<file path="src/logic/can_irq_pkg.sv">
// Purpose: constants and carriers for the message object / interrupt block
// Assumes: APB word registers, byte address is four times the index
// Notes:   status interrupt code outranks every object code

package can_irq_pkg;
  localparam int NOBJ = 32;
  // ----------------------------------------
  // register indices
  // ----------------------------------------
  localparam logic [7:0] IDX_ID_LO  = 8'h08;
  localparam logic [7:0] IDX_ID_HI  = 8'h09;
  localparam logic [7:0] IDX_DATA0  = 8'h10;
  localparam logic [7:0] IDX_CTRL   = 8'h18;
  localparam logic [7:0] IDX_CFG    = 8'h19;
  localparam logic [7:0] IDX_CMD    = 8'h1A;
  localparam logic [7:0] IDX_STAT   = 8'h1B;
  localparam logic [7:0] IDX_CANCTL = 8'h1C;
  localparam logic [7:0] IDX_FUNC   = 8'h1D;
  // ----------------------------------------
  // field positions
  // ----------------------------------------
  localparam int CMD_WR      = 7;
  localparam int CMD_CLRPEND = 6;
  localparam int CANCTL_IE   = 1;
  localparam int FUNC_POL    = 0;
  // ----------------------------------------
  // codes and reset values
  // ----------------------------------------
  localparam logic [15:0] IRQ_NONE = 16'h0000;
  localparam logic [15:0] IRQ_STAT = 16'h8000;
  localparam logic        POL_RST  = 1'b1;
  localparam logic [7:0]  BYTE_RST = 8'h00;

  // bit 7 down to bit 0 of the object control byte
  typedef struct packed {
    logic fresh;
    logic overrun;
    logic pend;
    logic filt;
    logic tx_ie;
    logic rx_ie;
    logic remote;
    logic send_req;
  } obj_flags_s;

  // bit 7 valid, bit 5 direction (1 transmit), bits 3:0 length code
  typedef struct packed {
    logic       valid;
    logic       unused6;
    logic       dir;
    logic       unused4;
    logic [3:0] dlc;
  } obj_cfg_s;

  typedef struct packed {
    logic        rx_valid;
    logic        rx_remote;
    logic        rx_hit_exact;
    logic        rx_hit_masked;
    logic [5:0]  rx_obj;
    logic [3:0]  rx_dlc;
    logic [63:0] rx_data;
    logic        tx_done;
    logic [5:0]  tx_obj;
    logic        stat_valid;
    logic [4:0]  stat_val;
  } core_ev_s;
endpackage

</file>
<file path="src/logic/can_obj_ram.sv">
// Purpose: data bytes of all message objects
// Assumes: port b (core) wins over port a on the same word
// Notes:   read data registered, one cycle after the address

`timescale 1ns/1ps
`default_nettype none

module can_obj_ram (
  input  wire logic        pclk,
  input  wire logic        presetn,
  input  wire logic        a_we,
  input  wire logic [4:0]  a_addr,
  input  wire logic [63:0] a_data,
  input  wire logic        b_we,
  input  wire logic [4:0]  b_addr,
  input  wire logic [63:0] b_data,
  input  wire logic [4:0]  rd_addr,
  output logic      [63:0] rd_data
);
  import can_irq_pkg::*;

  logic [63:0] mem [NOBJ];

  always_ff @(posedge pclk) begin
    if (a_we) begin
      mem[a_addr] <= a_data;
    end
    if (b_we) begin
      mem[b_addr] <= b_data;
    end
  end

  always_ff @(posedge pclk or negedge presetn) begin
    if (!presetn) begin
      rd_data <= 64'h0;
    end else begin
      rd_data <= mem[rd_addr];
    end
  end
endmodule

`default_nettype wire

</file>
<file path="src/logic/can_msg_irq.sv">
// Purpose: message object flags, data buffer and interrupt identifier
// Assumes: core events arrive on pclk; software on APB
// Notes:   byte k of a data word sits at bits 8k+7..8k
//
// Operation
// - object fresh flag set by a store, held until software clears it
// - store into receive object while fresh sets overrun flag
// - pending object is a source, chosen only if nothing higher pending
// - filter-use bit selects masked or exact acceptance match
// - transmit enable sets pending after successful transmission
// - receive enable sets pending after successful reception
// - remote enable lets matching remote frame set send request
// - send request reads one until transmission completes
// - byte zero first on the wire, each byte msb first
// - a stored data frame writes all eight bytes
// - handler status writable by software; a core update in the same cycle wins
// - identifier: 0 none, object number, or 8000h status
// - status ranks highest, then lower object numbers
// - line active while identifier nonzero and interrupt enable set
// - line polarity follows a configuration bit
// - pending until cleared; status cleared by reading status
// - core status update raises the status code only while interrupt enable set
// - software status writes neither raise nor clear interrupts
// - identifier updates even with the interrupt enable clear
// - after clearing, identifier moves to next pending or zero
// - read command may clear pending in the same transfer
// - identifier is 16 bits, low and high bytes
// - received length code stored; above 8 means eight bytes
// - receive object stores data frames; transmit object takes remotes
//
// Design decision made here: the APB register port.

`timescale 1ns/1ps
`default_nettype none

module can_msg_irq (
  input  wire logic                   pclk,
  input  wire logic                   presetn,
  input  wire logic                   psel,
  input  wire logic                   penable,
  input  wire logic                   pwrite,
  input  wire logic [11:0]            paddr,
  input  wire logic [31:0]            pwdata,
  output logic      [31:0]            prdata,
  output logic                        pready,
  output logic                        pslverr,
  input  wire can_irq_pkg::core_ev_s  core_ev,
  output logic      [31:0]            obj_send_request,
  output logic                        controller_irq_line
);
  import can_irq_pkg::*;

  // ----------------------------------------
  // decode helpers
  // ----------------------------------------
  function automatic logic obj_ok(input logic [5:0] o);
    return (o != 6'h00) && (o <= 6'd32);
  endfunction

  function automatic logic is_mapped(input logic [7:0] i);
    return (i == IDX_ID_LO) || (i == IDX_ID_HI) || (i[7:3] == IDX_DATA0[7:3])
        || ((i >= IDX_CTRL) && (i <= IDX_FUNC));
  endfunction

  // lower object number wins, status above all
  function automatic logic [15:0] irq_code(input logic stat, input logic [NOBJ-1:0] p);
    logic [15:0] c;
    c = IRQ_NONE;
    for (int k = NOBJ - 1; k >= 0; k--) begin
      if (p[k]) begin
        c = 16'(k + 1);
      end
    end
    if (stat) begin
      c = IRQ_STAT;
    end
    return c;
  endfunction

  // ----------------------------------------
  // state
  // ----------------------------------------
  obj_flags_s  flags_q [NOBJ];
  obj_flags_s  flags_d [NOBJ];
  obj_cfg_s    cfg_q [NOBJ];
  obj_cfg_s    cfg_d [NOBJ];
  obj_flags_s  buf_ctrl_q;
  obj_cfg_s    buf_cfg_q;
  logic [63:0] buf_data_q;
  logic [63:0] mem_rd;
  logic        load_q;
  logic [4:0]  stat_q;
  logic        stat_irq_q;
  logic        stat_irq_d;
  logic        ie_q;
  logic        pol_q;
  logic [15:0] id_q;
  logic [NOBJ-1:0] pend_vec;

  // ----------------------------------------
  // APB access
  // ----------------------------------------
  wire       acc     = psel & penable;
  wire       take    = acc & pready;
  wire       rd_take = take & ~pwrite;
  wire       wr_take = take & pwrite;
  wire [7:0] idx     = paddr[9:2];
  wire       adr_ok  = (paddr[1:0] == 2'b00) && (paddr[11:10] == 2'b00) && is_mapped(idx);

  wire       cmd_go    = wr_take && (idx == IDX_CMD) && obj_ok(pwdata[5:0]);
  wire       cmd_wr_go = cmd_go & pwdata[CMD_WR];
  wire       cmd_rd_go = cmd_go & ~pwdata[CMD_WR];
  wire       clr_pend  = cmd_rd_go & pwdata[CMD_CLRPEND];
  wire [4:0] cmd_i     = 5'(pwdata[5:0] - 6'd1);

  // ----------------------------------------
  // core side decode
  // ----------------------------------------
  wire [4:0] rx_i  = 5'(core_ev.rx_obj - 6'd1);
  wire [4:0] tx_i  = 5'(core_ev.tx_obj - 6'd1);
  wire       rx_in = core_ev.rx_valid && obj_ok(core_ev.rx_obj) && cfg_q[rx_i].valid;
  // filter-use bit picks which match the core reports
  wire       rx_acc = flags_q[rx_i].filt ? core_ev.rx_hit_masked : core_ev.rx_hit_exact;
  // data frames land only in receive objects
  wire       rx_store = rx_in && rx_acc && !core_ev.rx_remote && !cfg_q[rx_i].dir;
  wire       rmt_set  = rx_in && rx_acc && core_ev.rx_remote && cfg_q[rx_i].dir
                        && flags_q[rx_i].remote;
  wire       tx_fin   = core_ev.tx_done && obj_ok(core_ev.tx_obj);

  // ----------------------------------------
  // per-object flag update
  // ----------------------------------------
  // software write first, then core events, so a hardware set wins
  function automatic obj_flags_s next_flags(input obj_flags_s q, input obj_flags_s w,
                                            input logic cw, input logic cl, input logic rs,
                                            input logic rm, input logic tf);
    obj_flags_s d;
    d = q;
    if (cw) begin
      d = w;
    end
    if (cl) begin
      d.pend = 1'b0;
    end
    if (rs) begin
      d.overrun = d.overrun | q.fresh;
      d.fresh   = 1'b1;
      d.pend    = d.pend | d.rx_ie;
    end
    if (rm) begin
      d.send_req = 1'b1;
    end
    if (tf) begin
      d.send_req = 1'b0;
      d.pend     = d.pend | d.tx_ie;
    end
    return d;
  endfunction

  for (genvar g = 0; g < NOBJ; g++) begin : g_obj
    wire cw = cmd_wr_go && (cmd_i == 5'(g));
    wire rs = rx_store && (rx_i == 5'(g));
    assign flags_d[g] = next_flags(flags_q[g], buf_ctrl_q, cw,
                                   clr_pend && (cmd_i == 5'(g)), rs,
                                   rmt_set && (rx_i == 5'(g)),
                                   tx_fin && (tx_i == 5'(g)));
    // received length code kept as is; codes above 8 still mean 8 bytes
    assign cfg_d[g] = rs ? obj_cfg_s'{valid: cfg_q[g].valid, unused6: 1'b0, dir: cfg_q[g].dir,
                                      unused4: 1'b0, dlc: core_ev.rx_dlc}
                         : (cw ? buf_cfg_q : cfg_q[g]);
    assign pend_vec[g]         = flags_q[g].pend;
    assign obj_send_request[g] = flags_q[g].send_req;

    always_ff @(posedge pclk or negedge presetn) begin
      if (!presetn) begin
        flags_q[g] <= '0;
        cfg_q[g]   <= '0;
      end else begin
        flags_q[g] <= flags_d[g];
        cfg_q[g]   <= cfg_d[g];
      end
    end
  end

  // ----------------------------------------
  // data storage
  // ----------------------------------------
  // all eight bytes written whatever the length code
  can_obj_ram u_ram (
    .pclk    (pclk),
    .presetn (presetn),
    .a_we    (cmd_wr_go),
    .a_addr  (cmd_i),
    .a_data  (buf_data_q),
    .b_we    (rx_store),
    .b_addr  (rx_i),
    .b_data  (core_ev.rx_data),
    .rd_addr (cmd_i),
    .rd_data (mem_rd)
  );

  // ----------------------------------------
  // interface buffer
  // ----------------------------------------
  wire       wr_data = wr_take && (idx[7:3] == IDX_DATA0[7:3]);
  wire [5:0] wr_pos  = {idx[2:0], 3'b000};

  always_ff @(posedge pclk or negedge presetn) begin
    if (!presetn) begin
      buf_data_q <= 64'h0;
      buf_ctrl_q <= '0;
      buf_cfg_q  <= '0;
      load_q     <= 1'b0;
    end else begin
      load_q <= cmd_rd_go;
      if (load_q) begin
        buf_data_q <= mem_rd;
      end else if (wr_data) begin
        buf_data_q[wr_pos +: 8] <= pwdata[7:0];
      end
      // snapshot before the pending clear of the same command
      if (cmd_rd_go) begin
        buf_ctrl_q <= flags_q[cmd_i];
        buf_cfg_q  <= cfg_q[cmd_i];
      end else if (wr_take && (idx == IDX_CTRL)) begin
        buf_ctrl_q <= pwdata[7:0];
      end else if (wr_take && (idx == IDX_CFG)) begin
        buf_cfg_q <= pwdata[7:0] & 8'hAF;
      end
    end
  end

  // ----------------------------------------
  // status and controller config
  // ----------------------------------------
  // core update raises status code only when enabled; cpu writes never
  wire stat_set = core_ev.stat_valid & ie_q;
  wire stat_clr = rd_take && (idx == IDX_STAT);
  assign stat_irq_d = stat_set | (stat_irq_q & ~stat_clr);

  always_ff @(posedge pclk or negedge presetn) begin
    if (!presetn) begin
      stat_q     <= 5'h00;
      stat_irq_q <= 1'b0;
      ie_q       <= 1'b0;
      pol_q      <= POL_RST;
    end else begin
      stat_irq_q <= stat_irq_d;
      if (core_ev.stat_valid) begin
        stat_q <= core_ev.stat_val;
      end else if (wr_take && (idx == IDX_STAT)) begin
        stat_q <= pwdata[4:0];
      end
      if (wr_take && (idx == IDX_CANCTL)) begin
        ie_q <= pwdata[CANCTL_IE];
      end
      if (wr_take && (idx == IDX_FUNC)) begin
        pol_q <= pwdata[FUNC_POL];
      end
    end
  end

  // ----------------------------------------
  // identifier and interrupt line
  // ----------------------------------------
  // identifier runs regardless of the enable; only the line is gated
  wire [15:0] id_d   = irq_code(stat_irq_q, pend_vec);
  wire        active = (id_q != IRQ_NONE) & ie_q;

  always_ff @(posedge pclk or negedge presetn) begin
    if (!presetn) begin
      id_q                <= IRQ_NONE;
      controller_irq_line <= 1'b0;
    end else begin
      id_q                <= id_d;
      controller_irq_line <= ~(active ^ pol_q);
    end
  end

  // ----------------------------------------
  // read mux
  // ----------------------------------------
  // identifier bytes come from one register and reading them changes nothing
  logic [7:0] rd_byte;
  always_comb begin
    rd_byte = 8'h00;
    if (idx[7:3] == IDX_DATA0[7:3]) begin
      rd_byte = buf_data_q[wr_pos +: 8];
    end else begin
      case (idx)
        IDX_ID_LO:  rd_byte = id_q[7:0];
        IDX_ID_HI:  rd_byte = id_q[15:8];
        IDX_CTRL:   rd_byte = buf_ctrl_q;
        IDX_CFG:    rd_byte = buf_cfg_q;
        IDX_STAT:   rd_byte = {3'b000, stat_q};
        IDX_CANCTL: rd_byte = {6'h00, ie_q, 1'b0};
        IDX_FUNC:   rd_byte = {7'h00, pol_q};
        default:    rd_byte = 8'h00;
      endcase
    end
  end

  // one wait state: ready rises in the second access cycle
  always_ff @(posedge pclk or negedge presetn) begin
    if (!presetn) begin
      pready  <= 1'b0;
      pslverr <= 1'b0;
      prdata  <= 32'h0;
    end else begin
      pready  <= acc & ~pready;
      pslverr <= acc & ~pready & ~adr_ok;
      if (acc & ~pready) begin
        prdata <= adr_ok ? {24'h0, rd_byte} : 32'h0;
      end
    end
  end
endmodule

`default_nettype wire

</file>
<file path="config.mk">
export PLATFORM = sky130hd
export DESIGN_NAME = can_msg_irq
export DESIGN_NICKNAME = d
export VERILOG_FILES = /design/src/logic/can_irq_pkg.sv /design/src/logic/can_obj_ram.sv /design/src/logic/can_msg_irq.sv
export SDC_FILE = /design/constraint.sdc
export NUM_CORES = 2
export LEC_CHECK = 0
export BUFFER_PORTS_ARGS = -buffer_cell sky130_fd_sc_hd__buf_2
export CORE_AREA = 2 2 576 521
export DETAILED_ROUTE_END_ITERATION = 12
export DIE_AREA = 0 0 578 523
export MAX_ROUTING_LAYER = met4
export PLACE_DENSITY_LB_ADDON = 0.08
export SYNTH_ARGS = -nofsm -noshare
export SYNTH_HDL_FRONTEND = slang
export SYNTH_SLANG_ARGS = --single-unit
</file>
<file path="constraint.sdc">
create_clock -name pclk -period 21.8 [get_ports pclk]
set_input_delay 0 -clock pclk [delete_from_list [all_inputs] [get_ports pclk]]
set_output_delay 0 -clock pclk [all_outputs]
set_load 0.005 [all_outputs]
</file>
==> impl_results.md <==
* Sinks on Clock Net at about 2700
* Layout cells sized above 1 at between 40% and 50%
* First-pass GRT wire length at 717 mm
* Commonest non-fill, non-tap cell in the layout: edfxtp_1
* Area of the die at 0.302 mm²
* Starting density of the core at 46.8%
* Post-DRT Antenna Nets at 0
* PortBufs at 158
* WL/cell at around 40 µm
* Post-DR vias/cell at around 6.8
* Met2 wire length at 239 mm
* Largest net degree at the start of global routing at 149
* Number of DRC markers in iteration 0 at 12300
* Area delta synth->final at 11.2%
* Final Hold Vio Count at 0
* Number of global-route vias before repair at 87500
* Critical path class: input port to flip-flop
* Final setup viols at 0
* TNS Setup at 0 ns
* Initial DRT Pass Iterations at 6
* Commonest non-fill, non-tap cells in the layout: edfxtp_1, mux2_2, mux4_2
* RR Startpoint: flags_q[28]$_DFFE_PN0P_
* Wire length on met3 at 50.0 mm
* Synthesized area at 0.139 mm²
* Clock buffer depth at 4
* Run status: complete, but fails checks
* Sequential fraction of the synthesis area at 56.6%
* GRT Util Overall at 35.1%
* Inst Count DP at 12300
* Pwr/cell area at 73.6 mW/mm²
* Hold path start: pwrite
* Clock Skew at 0.0542 ns
* Worst-Margin Slew at 1.50 ns
* Period utilization at about a third
* Die Height at 523 µm
* Critical Path Sink Type: flip-flop
* CTS buffer count at 304
* Clock-pin slew on the worst setup and hold paths at 0.06 ns
* Post CTS Setup Buffer Count at 0
* Crit path required time at 22.34 ns
* Met1 WL at roughly 210 mm
* Setup crit start kind: input port
* Fmax at 146 MHz
* Syn. warnings at 0
* Failing checks: max-capacitance violations, max-slew violations
* Final wirelength at 521 mm
* Max-slew headroom at -0.613%
* Max-cap viol count at 2
* Post-route DRC at 0
* Vias at 88700
* Post-layout min period at 6.84 ns
* Clk Latency, worst-skew pair at around 0.96 ns
* CTS tree: built
* Final instance count without filler cells at 13100
* Post-Synthesis Cells at 9018
* Die width at 578 µm
* Post-synth EDFFs at 2048
* Core area at 0.296 mm²
* Leak Pwr at 0.0443 µW
* Async SR Flop Fraction at 25.0%
* Gr ovfl total at 0
* Pins Over Slew Limit at 1
* Post-Route Utilization at 52.1%
* Crit path from: core_ev[81]
* I/O pins at about 210
* RSZ-0062 raised after global routing: no
* Row cnt at 190
* CP max FO at 39
* CP arrival at 7.38 ns
* Fillers at 24600
* Yosys reg bits at 2731
* Synth cell types at 85
* Clk root buf: clkbuf_16
* HPWL Detailed at 282 mm
* Prevailing post-synth register cell: edfxtp_1
* Routability congestion estimate at 0.928
* Mapped Avg Cell Area at around 15 µm²
* Initial antenna violation count at 31
* Max rail drop VDD at roughly 53 µV
* Top routing layer in use: met4
* Post-layout net count at 9014
* H-tree lvl count at 5
* Tightest Hold Check Type: input port to flip-flop
state kept, by name (all words and copies together) (netlist names):
name / cells
buf_cfg_q: 8
buf_ctrl_q: 8
buf_data_q: 64
cfg_q: 256
controller_irq_line: 1
flags_q: 224
id_q: 7
ie_q: 1
load_q: 1
obj_send_request: 32
pol_q: 1
prdata: 8
pready: 1
pslverr: 1
stat_irq_q: 1
stat_q: 5
u_ram.mem: 2048
u_ram.rd_data: 64
synthesized netlist by cell type (all sizes together), types with 12 or more instances:
cell	number	area, µm²
clkbuf	746	2800
nand2	431	1620
o21ai	179	896
o211ai	21	163
inv	47	176
nor3	35	211
a21oi	145	729
a22o	28	245
nand2b	22	138
and2	12	75.1
nor2b	16	100
and3	18	113
a31oi	13	81.3
a21o	18	135
mux4	690	15500
mux2	2383	26800
nand3	170	851
nor2	133	499
nor4	18	128
nand3b	12	90.1
buf	360	1930
o221ai	23	201
o22ai	43	269
nand4	72	587
edfxtp	2048	61500
ha	15	188
a41oi	13	114
a22oi	216	1620
mux2i	253	2540
a221oi	25	219
dfrtp	682	17100
per-stage QoR:
| step | instance area (µm²) | hold WS [ns] | setup WS [ns] | power, µW |
|---|---|---|---|---|
| floorplan | 139000 | -0.296 | 11.52 | 6020 |
| global placement | 143000 | 0.117 | 14.12 | 6260 |
| detailed placement | 143000 | 0.123 | 14.13 | 6260 |
| CTS | 154000 | 0.00644 | 15.09 | 11400 |
| global route | 154000 | 0.0393 | 14.76 | 11600 |
| finish | 154000 | 0.0639 | 14.96 | 11400 |
power breakdown:
group | switching (µW) | total [µW] | internal [µW]
registers | 15.1 | 5580 | 5560
clock network | 2220 | 5180 | 2950
logic | 413 | 605 | 192
cell type report:
| class | instances | area, µm² | area share (%) |
|---|---|---|---|
| antenna | 24 | 60.1 | 0.0389 |
| clock buffer | 443 | 8620 | 5.58 |
| clock inverter | 117 | 1120 | 0.723 |
| inverter | 47 | 176 | 0.114 |
| multi-input combinational | 5157 | 56100 | 36.3 |
| sequential | 2731 | 78600 | 50.9 |
| tap | 3936 | 4920 | 3.19 |
| timing repair buffer | 618 | 4810 | 3.12 |
routing by layer:
layer	global-route usage (%)	up-vias
met2	52.9	5113
met1	47.2	47500
met4	14.4	0
met5	-	-
li1	-	34900
met3	6.46	1182
worst max-delay path, stage by stage:
cell	delay, ns
buf_2	0.08
buf_4	0.59
inv_1	0.36
ha_1	0.67
buf_4	0.51
mux4_2	0.39
mux2i_1	0.33
mux2i_2	0.12
buf_4	0.24
mux2i_1	0.17
buf_4	0.23
and4b_1	0.46
buf_4	0.42
and3_4	0.24
buf_4	0.50
nand2b_4	0.25
buf_4	0.81
buf_4	0.76
final timing paths:
check                                                   to  slack [ns]  cells after the start
setup / recovery               u_ram.mem[18][14]$_DFFE_PP_       14.96                     18
hold / removal                   buf_ctrl_q[6]$_DFFE_PN0P_        0.06                      6
setup reg to reg               u_ram.mem[18][14]$_DFFE_PP_       15.68                     12
hold reg to reg                 buf_data_q[18]$_DFFE_PN0P_        0.45                      2
max in group asynchronous      u_ram.rd_data[23]$_DFF_PN0_       19.67                      5
min in group asynchronous  obj_send_request[4]$_DFFE_PN0P_        0.29                      4
cell families (layout without fill, tap and decap cells):
kind of cell    after synthesis  in the layout  share of synthesized area [%]
xor+xnor                     13             13                         0.0874
other cells                   1             48                        0.00270
fa+ha+maj                    15             15                          0.135
buf+inv                    1153           1225                           3.54
simple gates                977            977                           3.40
compound gates              802            802                           3.86
flops                      2731           2731                           56.6
mux                        3326           3326                           32.4
repair_timing:
item / CTS / global route
resized for setup: 0 / 0
hold buffers: 142 / 0
endpoints found under the hold margin: 2630 / 0
Power figures use the tool's default switching activity.
